**src/serial_prog_pkg.sv**
```systemverilog
// Purpose: Shared constants and types of the serial program/verify port
// Assumes: 250 MHz ref_clk, 14-bit memory words, 16-bit address space
// Notes: Addresses from 16'h8000 up are configuration space
package serial_prog_pkg;

	localparam int CLK_MHZ = 250;

	// Erase and program times, longest times round down to cycles
	localparam real BULK_ERASE_TIME_MS = 5.0;
	localparam real ROW_ERASE_TIME_MS = 2.5;
	localparam real PROG_TIME_MS = 2.5;
	localparam int BULK_ERASE_CYCLES = int'($floor(BULK_ERASE_TIME_MS * 1000.0 * CLK_MHZ));
	localparam int ROW_ERASE_CYCLES = int'($floor(ROW_ERASE_TIME_MS * 1000.0 * CLK_MHZ));
	localparam int PROG_CYCLES = int'($floor(PROG_TIME_MS * 1000.0 * CLK_MHZ));
	localparam int BUSY_W = 21;

	localparam int ADDR_W = 16;
	localparam int WORD_W = 14;
	localparam int CMD_W = 6;
	localparam logic [4:0] FRAME_LAST_FALL = 5'h0f;
	localparam logic [4:0] FRAME_LAST_BIT = 5'h0e;

	// Address map
	localparam logic [15:0] ADDR_RESET = 16'h0000;
	localparam logic [15:0] CFG_BASE = 16'h8000;
	localparam logic [15:0] DEV_ID_ADDR = 16'h8006;
	localparam logic [15:0] CFG_WORD1_ADDR = 16'h8007;
	localparam logic [15:0] CAL_LAST_ADDR = 16'h800a;
	localparam int CFG_SPACE_BIT = 15;
	localparam int CP_N_POS = 7;
	localparam logic CP_N_RESET = 1'b1;

	// Command codes, top bit of the six is don't care
	localparam logic [4:0] CMD_LOAD_CFG = 5'h00;
	localparam logic [4:0] CMD_LOAD_DATA = 5'h02;
	localparam logic [4:0] CMD_READ_DATA = 5'h04;
	localparam logic [4:0] CMD_INC_ADDR = 5'h06;
	localparam logic [4:0] CMD_RESET_ADDR = 5'h16;
	localparam logic [4:0] CMD_BEGIN_INT = 5'h08;
	localparam logic [4:0] CMD_BEGIN_EXT = 5'h18;
	localparam logic [4:0] CMD_END_EXT = 5'h0a;
	localparam logic [4:0] CMD_BULK_ERASE = 5'h09;
	localparam logic [4:0] CMD_ROW_ERASE = 5'h11;

	typedef enum logic [1:0] {
		ST_CMD = 2'b00,
		ST_DATA = 2'b01,
		ST_BUSY = 2'b11
	} state_e;

	typedef struct packed {
		logic [ADDR_W-1:0] addr;
		logic [WORD_W-1:0] wrData;
		logic write;
		logic bulkErase;
		logic rowErase;
	} nvm_req_s;

	typedef struct packed {
		logic [WORD_W-1:0] rdData;
		logic cpNStored;
	} nvm_rsp_s;

	typedef struct packed {
		state_e st;
		logic clkPrev;
		logic [CMD_W-1:0] cmdSh;
		logic [4:0] cnt;
		logic [WORD_W-1:0] dataSh;
		logic isRead;
		logic loadCfg;
		logic [ADDR_W-1:0] addr;
		logic [WORD_W-1:0] latch;
		logic cpN;
		logic cpLoaded;
		logic extActive;
		logic [BUSY_W-1:0] busyCnt;
		logic dOut;
		logic dOe;
		nvm_req_s req;
	} core_s;

endpackage

```
**src/sync_2ff.sv**
```systemverilog
// Purpose: Two-flop synchroniser for pins from outside the clock domain
// Assumes: Synchronous active-low reset
// Notes: Only the second stage may be read by other logic
module sync_2ff #(
	parameter int WIDTH = 1
) (
	input wire logic ref_clk,
	input wire logic rst_n,
	input wire logic [WIDTH-1:0] asyncIn,
	output logic [WIDTH-1:0] syncOut
);

	logic [WIDTH-1:0] meta_ff;
	logic [WIDTH-1:0] sync_ff;

	always_ff @(posedge ref_clk) begin
		if (!rst_n) begin
			meta_ff <= '0;
			sync_ff <= '0;
		end else begin
			meta_ff <= asyncIn;
			sync_ff <= meta_ff;
		end
	end

	assign syncOut = sync_ff;

endmodule

```
**src/serial_prog_port.sv**
```systemverilog
// Purpose: Serial program/verify command engine facing an external programmer
// Assumes: Programmer clock far slower than ref_clk; memory answers rdData combinationally
// Notes: Low progModeActive holds the block in reset, as mode entry does
//
// Function
// - Load-configuration sets address to 8000h and latches the following data word.
// - Externally timed writes never change configuration or calibration words.
// - After configuration access, address returns to 0 only by reset-address or exit.
// - Load-data latches one 14-bit word; written only by a later begin command.
// - Read shifts out the addressed word from the second rising edge on.
// - Read drives the data pin from first falling edge until the 16th.
// - Protected program memory reads back as all zeros.
// - Protected program memory refuses programming.
// - User ID and configuration words stay writable and readable under protection.
// - Programming the active-low protect bit to zero turns protection on.
// - Only bulk erase clears protection; programmer must issue it.
// - Bulk erase finishes within 5 ms; programmer waits that long.
// - Row erase finishes within 2.5 ms; programmer waits that long.
// - Every command word is six bits.
// - Data frame is 16 clocks: start bit, 14 data bits, stop bit.
// - Load-config 00h, load-data 02h, read 04h each carry a data frame.
// - Begin-internal 08h, begin-external 18h, reset-address 16h carry no frame.
module serial_prog_port #(
	parameter int BULK_CYCLES = serial_prog_pkg::BULK_ERASE_CYCLES,
	parameter int ROW_CYCLES = serial_prog_pkg::ROW_ERASE_CYCLES,
	parameter int PROG_CYCLES = serial_prog_pkg::PROG_CYCLES
) (
	input wire logic ref_clk,
	input wire logic rst_n,
	input wire logic progModeActive,
	input wire logic serialProgClockPin,
	input wire logic serialProgDataPinIn,
	output logic serialProgDataPinOut,
	output logic serialProgDataPinOe,
	output logic progBusy,
	output serial_prog_pkg::nvm_req_s nvmReq,
	input serial_prog_pkg::nvm_rsp_s nvmRsp
);

	localparam logic [serial_prog_pkg::BUSY_W-1:0] BULK_LOAD = serial_prog_pkg::BUSY_W'(BULK_CYCLES - 1);
	localparam logic [serial_prog_pkg::BUSY_W-1:0] ROW_LOAD = serial_prog_pkg::BUSY_W'(ROW_CYCLES - 1);
	localparam logic [serial_prog_pkg::BUSY_W-1:0] PROG_LOAD = serial_prog_pkg::BUSY_W'(PROG_CYCLES - 1);

	serial_prog_pkg::core_s cur_ff;
	serial_prog_pkg::core_s nxt_cur;
	logic [2:0] pinSync;
	logic clkS;
	logic dataS;
	logic modeS;
	logic coreRst;
	logic clkRise;
	logic clkFall;
	logic [4:0] cmdCode;
	logic protect;
	logic inProgSpace;
	logic cfgLocked;
	logic intWriteOk;
	logic extWriteOk;

	sync_2ff #(
		.WIDTH(3)
	) u_sync (
		.ref_clk(ref_clk),
		.rst_n(rst_n),
		.asyncIn({progModeActive, serialProgDataPinIn, serialProgClockPin}),
		.syncOut(pinSync)
	);

	assign clkS = pinSync[0];
	assign dataS = pinSync[1];
	assign modeS = pinSync[2];
	// Leaving program/verify mode resets everything, address included
	assign coreRst = !rst_n || !modeS;
	assign clkRise = clkS && !cur_ff.clkPrev;
	assign clkFall = !clkS && cur_ff.clkPrev;

	// Top bit of the six-bit command is don't care
	assign cmdCode = nxt_cmdShift(cur_ff.cmdSh, dataS);
	assign protect = !cur_ff.cpN;
	assign inProgSpace = !cur_ff.addr[serial_prog_pkg::CFG_SPACE_BIT];
	// Configuration and calibration words, device ID is read-only anyway
	assign cfgLocked = cur_ff.addr >= serial_prog_pkg::CFG_WORD1_ADDR
		&& cur_ff.addr <= serial_prog_pkg::CAL_LAST_ADDR;
	assign intWriteOk = (inProgSpace && !protect)
		|| (!inProgSpace && cur_ff.addr != serial_prog_pkg::DEV_ID_ADDR);
	assign extWriteOk = intWriteOk && !cfgLocked;

	function automatic logic [4:0] nxt_cmdShift(input logic [5:0] sh, input logic bitIn);
		logic [5:0] full;
		full = {bitIn, sh[5:1]};
		return full[4:0];
	endfunction

	always_comb begin
		nxt_cur = cur_ff;
		nxt_cur.clkPrev = clkS;
		nxt_cur.req.write = 1'b0;
		nxt_cur.req.bulkErase = 1'b0;
		nxt_cur.req.rowErase = 1'b0;
		nxt_cur.req.addr = cur_ff.addr;
		nxt_cur.req.wrData = cur_ff.latch;
		// Stored protect bit is caught once after reset release
		if (!cur_ff.cpLoaded) begin
			nxt_cur.cpN = nvmRsp.cpNStored;
			nxt_cur.cpLoaded = 1'b1;
		end
		unique case (cur_ff.st)
			serial_prog_pkg::ST_CMD: begin
				if (clkFall) begin
					nxt_cur.cmdSh = {dataS, cur_ff.cmdSh[5:1]};
					nxt_cur.cnt = cur_ff.cnt + 5'h01;
					if (cur_ff.cnt == 5'(serial_prog_pkg::CMD_W - 1)) begin
						nxt_cur.cnt = 5'h00;
						nxt_cur.cmdSh = '0;
						unique case (cmdCode)
							serial_prog_pkg::CMD_LOAD_CFG: begin
								// Frame starts on the programmer's next clock after its gap
								nxt_cur.st = serial_prog_pkg::ST_DATA;
								nxt_cur.isRead = 1'b0;
								nxt_cur.loadCfg = 1'b1;
							end
							serial_prog_pkg::CMD_LOAD_DATA: begin
								nxt_cur.st = serial_prog_pkg::ST_DATA;
								nxt_cur.isRead = 1'b0;
								nxt_cur.loadCfg = 1'b0;
							end
							serial_prog_pkg::CMD_READ_DATA: begin
								nxt_cur.st = serial_prog_pkg::ST_DATA;
								nxt_cur.isRead = 1'b1;
								nxt_cur.loadCfg = 1'b0;
								// Word is captured before the frame, so later rdData changes do not tear it
								if (inProgSpace && protect) begin
									nxt_cur.dataSh = '0;
								end else begin
									nxt_cur.dataSh = nvmRsp.rdData;
								end
							end
							serial_prog_pkg::CMD_INC_ADDR: begin
								// Configuration space is kept while stepping
								nxt_cur.addr = {cur_ff.addr[15], cur_ff.addr[14:0] + 15'h0001};
							end
							serial_prog_pkg::CMD_RESET_ADDR: begin
								nxt_cur.addr = serial_prog_pkg::ADDR_RESET;
							end
							serial_prog_pkg::CMD_BEGIN_INT: begin
								if (intWriteOk) begin
									nxt_cur.req.write = 1'b1;
									nxt_cur.st = serial_prog_pkg::ST_BUSY;
									nxt_cur.busyCnt = PROG_LOAD;
									if (cur_ff.addr == serial_prog_pkg::CFG_WORD1_ADDR) begin
										// Flash only clears bits, so protection never drops here
										nxt_cur.cpN = cur_ff.cpN & cur_ff.latch[serial_prog_pkg::CP_N_POS];
									end
								end
							end
							serial_prog_pkg::CMD_BEGIN_EXT: begin
								if (extWriteOk) begin
									nxt_cur.req.write = 1'b1;
									nxt_cur.extActive = 1'b1;
								end
							end
							serial_prog_pkg::CMD_END_EXT: begin
								nxt_cur.extActive = 1'b0;
							end
							serial_prog_pkg::CMD_BULK_ERASE: begin
								nxt_cur.req.bulkErase = 1'b1;
								nxt_cur.cpN = serial_prog_pkg::CP_N_RESET;
								nxt_cur.st = serial_prog_pkg::ST_BUSY;
								nxt_cur.busyCnt = BULK_LOAD;
							end
							serial_prog_pkg::CMD_ROW_ERASE: begin
								if (inProgSpace && !protect) begin
									nxt_cur.req.rowErase = 1'b1;
									nxt_cur.st = serial_prog_pkg::ST_BUSY;
									nxt_cur.busyCnt = ROW_LOAD;
								end
							end
							default: begin
								// Unknown codes are ignored
								nxt_cur.st = serial_prog_pkg::ST_CMD;
							end
						endcase
					end
				end
			end
			serial_prog_pkg::ST_DATA: begin
				if (clkFall) begin
					nxt_cur.cnt = cur_ff.cnt + 5'h01;
					if (cur_ff.isRead) begin
						if (cur_ff.cnt == 5'h00) begin
							nxt_cur.dOe = 1'b1;
							nxt_cur.dOut = 1'b0;
						end
					end else if (cur_ff.cnt != 5'h00 && cur_ff.cnt <= serial_prog_pkg::FRAME_LAST_BIT) begin
						nxt_cur.dataSh = {dataS, cur_ff.dataSh[13:1]};
					end
					if (cur_ff.cnt == serial_prog_pkg::FRAME_LAST_FALL) begin
						nxt_cur.cnt = 5'h00;
						nxt_cur.st = serial_prog_pkg::ST_CMD;
						nxt_cur.dOe = 1'b0;
						nxt_cur.dOut = 1'b0;
						if (!cur_ff.isRead) begin
							nxt_cur.latch = cur_ff.dataSh;
							if (cur_ff.loadCfg) begin
								nxt_cur.addr = serial_prog_pkg::CFG_BASE;
							end
						end
					end
				end else if (clkRise && cur_ff.isRead && cur_ff.dOe) begin
					// Rise number cnt+1; bits go out on rises 2 to 15, stop bit on 16
					if (cur_ff.cnt != 5'h00 && cur_ff.cnt <= serial_prog_pkg::FRAME_LAST_BIT) begin
						nxt_cur.dOut = cur_ff.dataSh[0];
						nxt_cur.dataSh = {1'b0, cur_ff.dataSh[13:1]};
					end else begin
						nxt_cur.dOut = 1'b0;
					end
				end
			end
			serial_prog_pkg::ST_BUSY: begin
				// Clock edges during erase or programming are ignored
				if (cur_ff.busyCnt == '0) begin
					nxt_cur.st = serial_prog_pkg::ST_CMD;
				end else begin
					nxt_cur.busyCnt = cur_ff.busyCnt - serial_prog_pkg::BUSY_W'(1);
				end
			end
			default: begin
				nxt_cur.st = serial_prog_pkg::ST_CMD;
			end
		endcase
	end

	always_ff @(posedge ref_clk) begin
		if (coreRst) begin
			cur_ff <= '{
				st: serial_prog_pkg::ST_CMD,
				clkPrev: 1'b0,
				cmdSh: '0,
				cnt: 5'h00,
				dataSh: '0,
				isRead: 1'b0,
				loadCfg: 1'b0,
				addr: serial_prog_pkg::ADDR_RESET,
				latch: '0,
				cpN: serial_prog_pkg::CP_N_RESET,
				cpLoaded: 1'b0,
				extActive: 1'b0,
				busyCnt: '0,
				dOut: 1'b0,
				dOe: 1'b0,
				req: '0
			};
		end else begin
			cur_ff <= nxt_cur;
		end
	end

	assign serialProgDataPinOut = cur_ff.dOut;
	assign serialProgDataPinOe = cur_ff.dOe;
	assign progBusy = cur_ff.st == serial_prog_pkg::ST_BUSY;
	assign nvmReq = cur_ff.req;

endmodule

```
**config.mk**
```make
export PLATFORM = sky130hd
export DESIGN_NAME = serial_prog_port
export DESIGN_NICKNAME = d
export VERILOG_FILES = /design/src/serial_prog_pkg.sv /design/src/sync_2ff.sv /design/src/serial_prog_port.sv
export SDC_FILE = /design/constraint.sdc
export NUM_CORES = 1
export LEC_CHECK = 0
export ABC_AREA = 0
export BUFFER_PORTS_ARGS = -buffer_cell sky130_fd_sc_hd__buf_2
export CORE_MARGIN = 1
export CORE_UTILIZATION = 25
export CTS_CLUSTER_DIAMETER = 150
export CTS_CLUSTER_SIZE = 16
export DETAILED_ROUTE_END_ITERATION = 16
export GPL_TIMING_DRIVEN = 0
export SLEW_MARGIN = 15
export SYNTH_ARGS = -nofsm -noshare
export SYNTH_HDL_FRONTEND = slang
export SYNTH_SLANG_ARGS = --single-unit
```
**constraint.sdc**
```tcl
create_clock -name ref_clk -period 7.2 [get_ports ref_clk]
set_input_delay 1.8 -clock ref_clk [delete_from_list [all_inputs] [get_ports ref_clk]]
set_output_delay 1.8 -clock ref_clk [all_outputs]
set_load 0.005 [all_outputs]
```
Word level (Yosys, flattened, before mapping)
Cells that the tools add are included.
{"block": "word_totals", "reg_bits": 124, "input_bits": 20, "out_inout_bits": 36, "word_cells": 168}
{"block": "classes", "add_sub_neg": 3, "order_cmp": 3, "n_eq_ne": 36, "muxes": 53, "bitwise_logic": 6, "n_reduce_logical": 45}
{"cell": "21-bit 2-to-1 mux", "n": 5}
{"cell": "14-bit 2-to-1 mux", "n": 7}
{"cell": "30-bit 2-to-1 mux", "n": 3}
{"cell": "16-bit case mux with 2 select lines", "n": 2}
{"cell": "21-bit case mux with 3 select lines", "n": 1}
{"cell": "43-bit 2-to-1 mux", "n": 1}
{"cell": "21-bit case mux with 2 select lines", "n": 1}
{"cell": "19-bit case mux with 2 select lines", "n": 1}
{"cell": "37-bit 2-to-1 mux", "n": 1}
{"cell": "2-bit 2-to-1 mux", "n": 11}
{"cell": "21-bit zero test", "n": 1}
{"cell": "21-bit by 1-bit subtractor with 21-bit output, second input constant", "n": 1}
{"cell": "5-bit by 4-bit equality test with 1-bit output, second input constant", "n": 4}
{"cell": "2-bit inequality test, second input constant", "n": 10}
{"cell": "16-bit equality test, second input constant", "n": 1}
{"cell": "16-bit greater-or-equal comparator, second input constant", "n": 1}
{"cell": "16-bit less-or-equal comparator, second input constant", "n": 1}
{"cell": "16-bit 2-to-1 mux", "n": 1}
{"cell": "16-bit inequality test, second input constant", "n": 1}
{"cell": "4-bit AND reduction", "n": 4}
{"cell": "8-bit AND reduction", "n": 2}
{"cell": "15-bit by 1-bit adder with 15-bit output, second input constant", "n": 1}
{"cell": "5-bit by 3-bit equality test with 1-bit output, second input constant", "n": 3}
{"cell": "5-bit equality test, second input constant", "n": 3}
{"cell": "32 further kinds", "n": 79}

Depth between registers and ports, before layout
{"block": "depth", "word_depth": 8, "ltp_mapped": 11}

By module
From an unflattened synthesis, not the netlist that was laid out.
{"block": "unflattened", "hier_cells": 664, "hier_area_um2": 5674.2}
{"module": "serial_prog_port", "instances": 1, "cells_per_inst": 652, "area_each_um2": 5516.5, "seq_area_each_um2": 2342.2}
{"module": "sync_2ff", "instances": 1, "cells_per_inst": 12, "area_each_um2": 157.7, "seq_area_each_um2": 120.1}

Worst setup path before layout
Ideal clock, no wire load.
{"block": "synth_path", "path_type": "input -> register", "start": "in rst_n", "end": "reg cur_ff (netlist bit nvmReq[2])", "setup_ns": 0.081, "t_arrival_ns": 2.843, "required_time_ns": 7.119, "setup_slack_ns": 4.276, "cell_stages": 6, "n_path_buf": 1, "cell_sequence": "clkbuf_1 -> nand2_1 -> clkinv_1 -> nand2_1 -> or4_1 -> a41oi_1"}
{"block": "synth_between", "elab_chain_cells": 3}
{"item": "start, declared", "line": "serial_prog_port.sv:29", "rtl": "input wire logic rst_n,"}
{"item": "1-bit zero test", "line": "serial_prog_port.sv:73", "rtl": "assign coreRst = !rst_n || !modeS;"}
{"item": "1-bit logical OR", "line": "serial_prog_port.sv:73"}
{"item": "4-bit OR reduction (no line)"}
{"item": "end signal, assigned", "line": "serial_prog_port.sv:235", "rtl": "cur_ff <= '{"}
{"item": "end signal, assigned", "line": "serial_prog_port.sv:254", "rtl": "cur_ff <= nxt_cur;"}
{"item": "end, declared", "line": "serial_prog_port.sv:44", "rtl": "serial_prog_pkg::core_s cur_ff;"}
Every way passes these cells.
A chain may end at the register's enable or synchronous reset.

Worst setup path after layout
{"block": "layout_path", "start": "reg cur_ff[118] (netlist bit)", "end": "out progBusy"}
{"block": "layout_between", "elab_chain_cells": 1}
{"item": "2-bit equality test", "line": "serial_prog_port.sv:260", "rtl": "assign progBusy = cur_ff.st == serial_prog_pkg::ST_BUSY;"}
{"item": "end, declared", "line": "serial_prog_port.sv:35", "rtl": "output logic progBusy,"}
Every way passes these cells.

==> flow_metrics.env <==
export IMPL_synth_cell_type_count=65
export IMPL_cp_required_ns=5.40
export IMPL_maxCapViolations=0
export IMPL_drc=6
export IMPL_tritoncts="yes"
export IMPL_grt_usage_pct=12.9
export IMPL_grt_pass1_vias=4573
export IMPL_holdBufCountCts=0
export IMPL_hold_violations=0
export IMPL_crit_path_start_kind="flip-flop"
export IMPL_timing_fmax_mhz=277
export IMPL_synth_fp_nets=684
export IMPL_arrival_ns=1.80
export IMPL_yosysWarnings=0
export IMPL_drt_iter0_markers=381
export IMPL_dr_pass1_iters=11
export IMPL_initial_core_util_pct=25.8
export IMPL_intPower_mw=1.26
export IMPL_slowest_delay_ns=0.38
export IMPL_cts_sinks=123
export IMPL_synthArstFlopShare_pct=0
export IMPL_routed_via_density=4.81
export IMPL_cts_made_buffers=17
export IMPL_tns_ns=0
export IMPL_post_synth_cell_area_avg_um2=8.68
export IMPL_netSwitchingPower_uw=340
export IMPL_finalNetCount=757
export IMPL_postCtsSetupBuffers=0
export IMPL_clockRootBuffer="clkbuf_16"
export IMPL_dp_slack_ns=3.48
export IMPL_clkPwrFrac_pct=56.0
export IMPL_rsz0062_at_grt="no"
export IMPL_cts_resized=0
export IMPL_hold_ws_ns=0.432
export IMPL_powerDensity_mw_per_mm2=232
export IMPL_path_clk_slew_ns=0.06
export IMPL_synth_seq_area_share_pct=43.4
export IMPL_ant_nets=0
export IMPL_yosys_top_cells_area="dfxtp_1, buf_4, nand2_1"
export IMPL_fin_crit_sh_pct=50.1
export IMPL_diodes=0
export IMPL_htreeDepth=4
export IMPL_cpMostUsedCell="buf_2"
export IMPL_fin_ws_ns=3.60
export IMPL_vias=4903
export IMPL_cts_path_max_buffers=2
export IMPL_slowest_stage="dfxtp_1"
export IMPL_ys_ff_latch=123
export IMPL_power_frac_comb_pct=1.3
export IMPL_total_power_mw=1.60
export IMPL_path_cells="nand2_1, clkinv_1, buf_2, buf_2"
export IMPL_area_growth_pct=21.9
export IMPL_dp_hpwl_um=10500
export IMPL_worst_slew_pin_slew_ns=0.837
export IMPL_port_buffers=54
export IMPL_synth_edf_count=0
export IMPL_p_sw_share_pct=21.2
export IMPL_status="finished, violations left"
export IMPL_die_h_um=153
export IMPL_hold_class="reg2reg"
export IMPL_slew_headroom_pct=43.7
export IMPL_grt_overflow_total=0
export IMPL_drive_above_1_share_pct=19.6
export IMPL_netlist_area_leader_share_pct=43.4
export IMPL_grt_pass1_wl_um=24000
export IMPL_dieArea_mm2=0.0233
export IMPL_core_area_mm2=0.0220
export IMPL_io_pins=56
export IMPL_synthTopCellsByCount="dfxtp_1, nand2_1, nor2_1, a21oi_1, and3_1"
export IMPL_cp_end_kind="output port"
export IMPL_critPathBufInv=3
export IMPL_violations="DRC"
export IMPL_routabilityCongestion=0.847
export IMPL_slew_viol_final=0
export IMPL_worstSkewPairLatency_ns=0.42
export IMPL_layout_min_cycle_time_ns=3.60
export IMPL_synth_most_common_cell="dfxtp_1"
export IMPL_leakage_nw=2.69
export IMPL_yosysTopAreaCell="dfxtp_1"
export IMPL_crit_family="buffers and inverters"
export IMPL_setup_viol=0
export IMPL_routedWlPerCell_um=14.4
export IMPL_synth_top_flop_cell="dfxtp_1"
export IMPL_seqCellArea_mm2=0.00246
export IMPL_grt_max_degree=17
export IMPL_cp_max_fo=10
export IMPL_p_seq_share_pct=42.6
export IMPL_fin_worst_skew_ns=0.0120
export IMPL_die_w_um=153
export IMPL_syn_inst=654
export IMPL_fill_cells=2359
export IMPL_max_vdd_ir_drop_mv=0.113
export IMPL_rows=54
export IMPL_routed_wl_um=14700
export IMPL_antenna_found_initial=0
export IMPL_crit_type="reg2out"
export IMPL_synth_area_mm2=0.00568
export IMPL_multi_input_area_mm2=0.00274
## final cells by class
class                           instances  area share, %
Clock buffer                           20           6.74
Clock inverter                         12           2.28
Tap cell                              280           5.06
Multi-Input combinational cell        445           39.6
Buffer                                 71           6.04
Inverter                               15          0.813
Timing Repair Buffer                   54           3.90
Sequential cell                       123           35.6
## registers in the layout, indices dropped and copies added, names as in the netlist
register,cells
cur_ff,77
nvmReq,33
cmdCode,5
u_sync.meta_ff,3
u_sync.syncOut,3
serialProgDataPinOe,1
serialProgDataPinOut,1
## power groups by stage
stage	Sequential [mW]	Clock, mW	Combinational (mW)
after floorplan	0.698	0	0.00931
after global placement	0.699	0	0.0214
after detailed placement	0.699	0	0.0215
after CTS	0.684	0.915	0.0215
after global routing	0.684	0.945	0.0231
final	0.684	0.899	0.0213
## placed cells by master, fill, tap and decap left out, types with 8 or more instances in the layout
master	count
nor3_1	31
nor2_1	58
a21oi_1	38
nand3_1	14
clkbuf_16	17
and3_1	35
nand2_1	65
buf_4	34
a221oi_1	14
dfxtp_1	123
clkbuf_1	28
nand2b_1	8
o31ai_1	10
and2_1	10
buf_2	60
a31oi_1	13
o21ai_0	14
nor2b_1	19
ha_1	10
inv_1	13
## worst paths after layout
path,from,endpoint,slack [ns],cells after the start
max,cur_ff[118],progBusy,3.60,4
max reg2reg,cur_ff[105],cur_ff[82],4.37,10
min reg2reg,u_sync.meta_ff[2],u_sync.syncOut[2],0.43,1
min,u_sync.meta_ff[2],u_sync.syncOut[2],0.43,1
## layer usage
layer	global-route usage, %	part of all wire [%]
met5	0	0
met4	4.47	1.3
met3	2.87	4.4
met2	20.7	46
met1	17.1	49
## cell families after synthesis
logic type | Yosys count | share of synthesized area, %
flip-flops | 123 | 43.4
buffers and inverters | 86 | 8.35
AND/OR/NAND/NOR | 281 | 26.2
adder cells (fa/ha/maj) | 10 | 2.20
multiplexers | 4 | 0.705
AO/OA/AOI/OAI | 138 | 17.3
XOR/XNOR | 12 | 1.85
## per-stage QoR
stage               std cells  utilization [%]  instance area [um2]
finish                   1020             31.4                 6920
global route             1020             31.4                 6920
CTS                      1020             31.4                 6920
detailed placement        988             28.6                 6300
global placement          988             28.6                 6300
floorplan                 654                -                 5680
No activity file was read; power rests on OpenSTA's default activity.
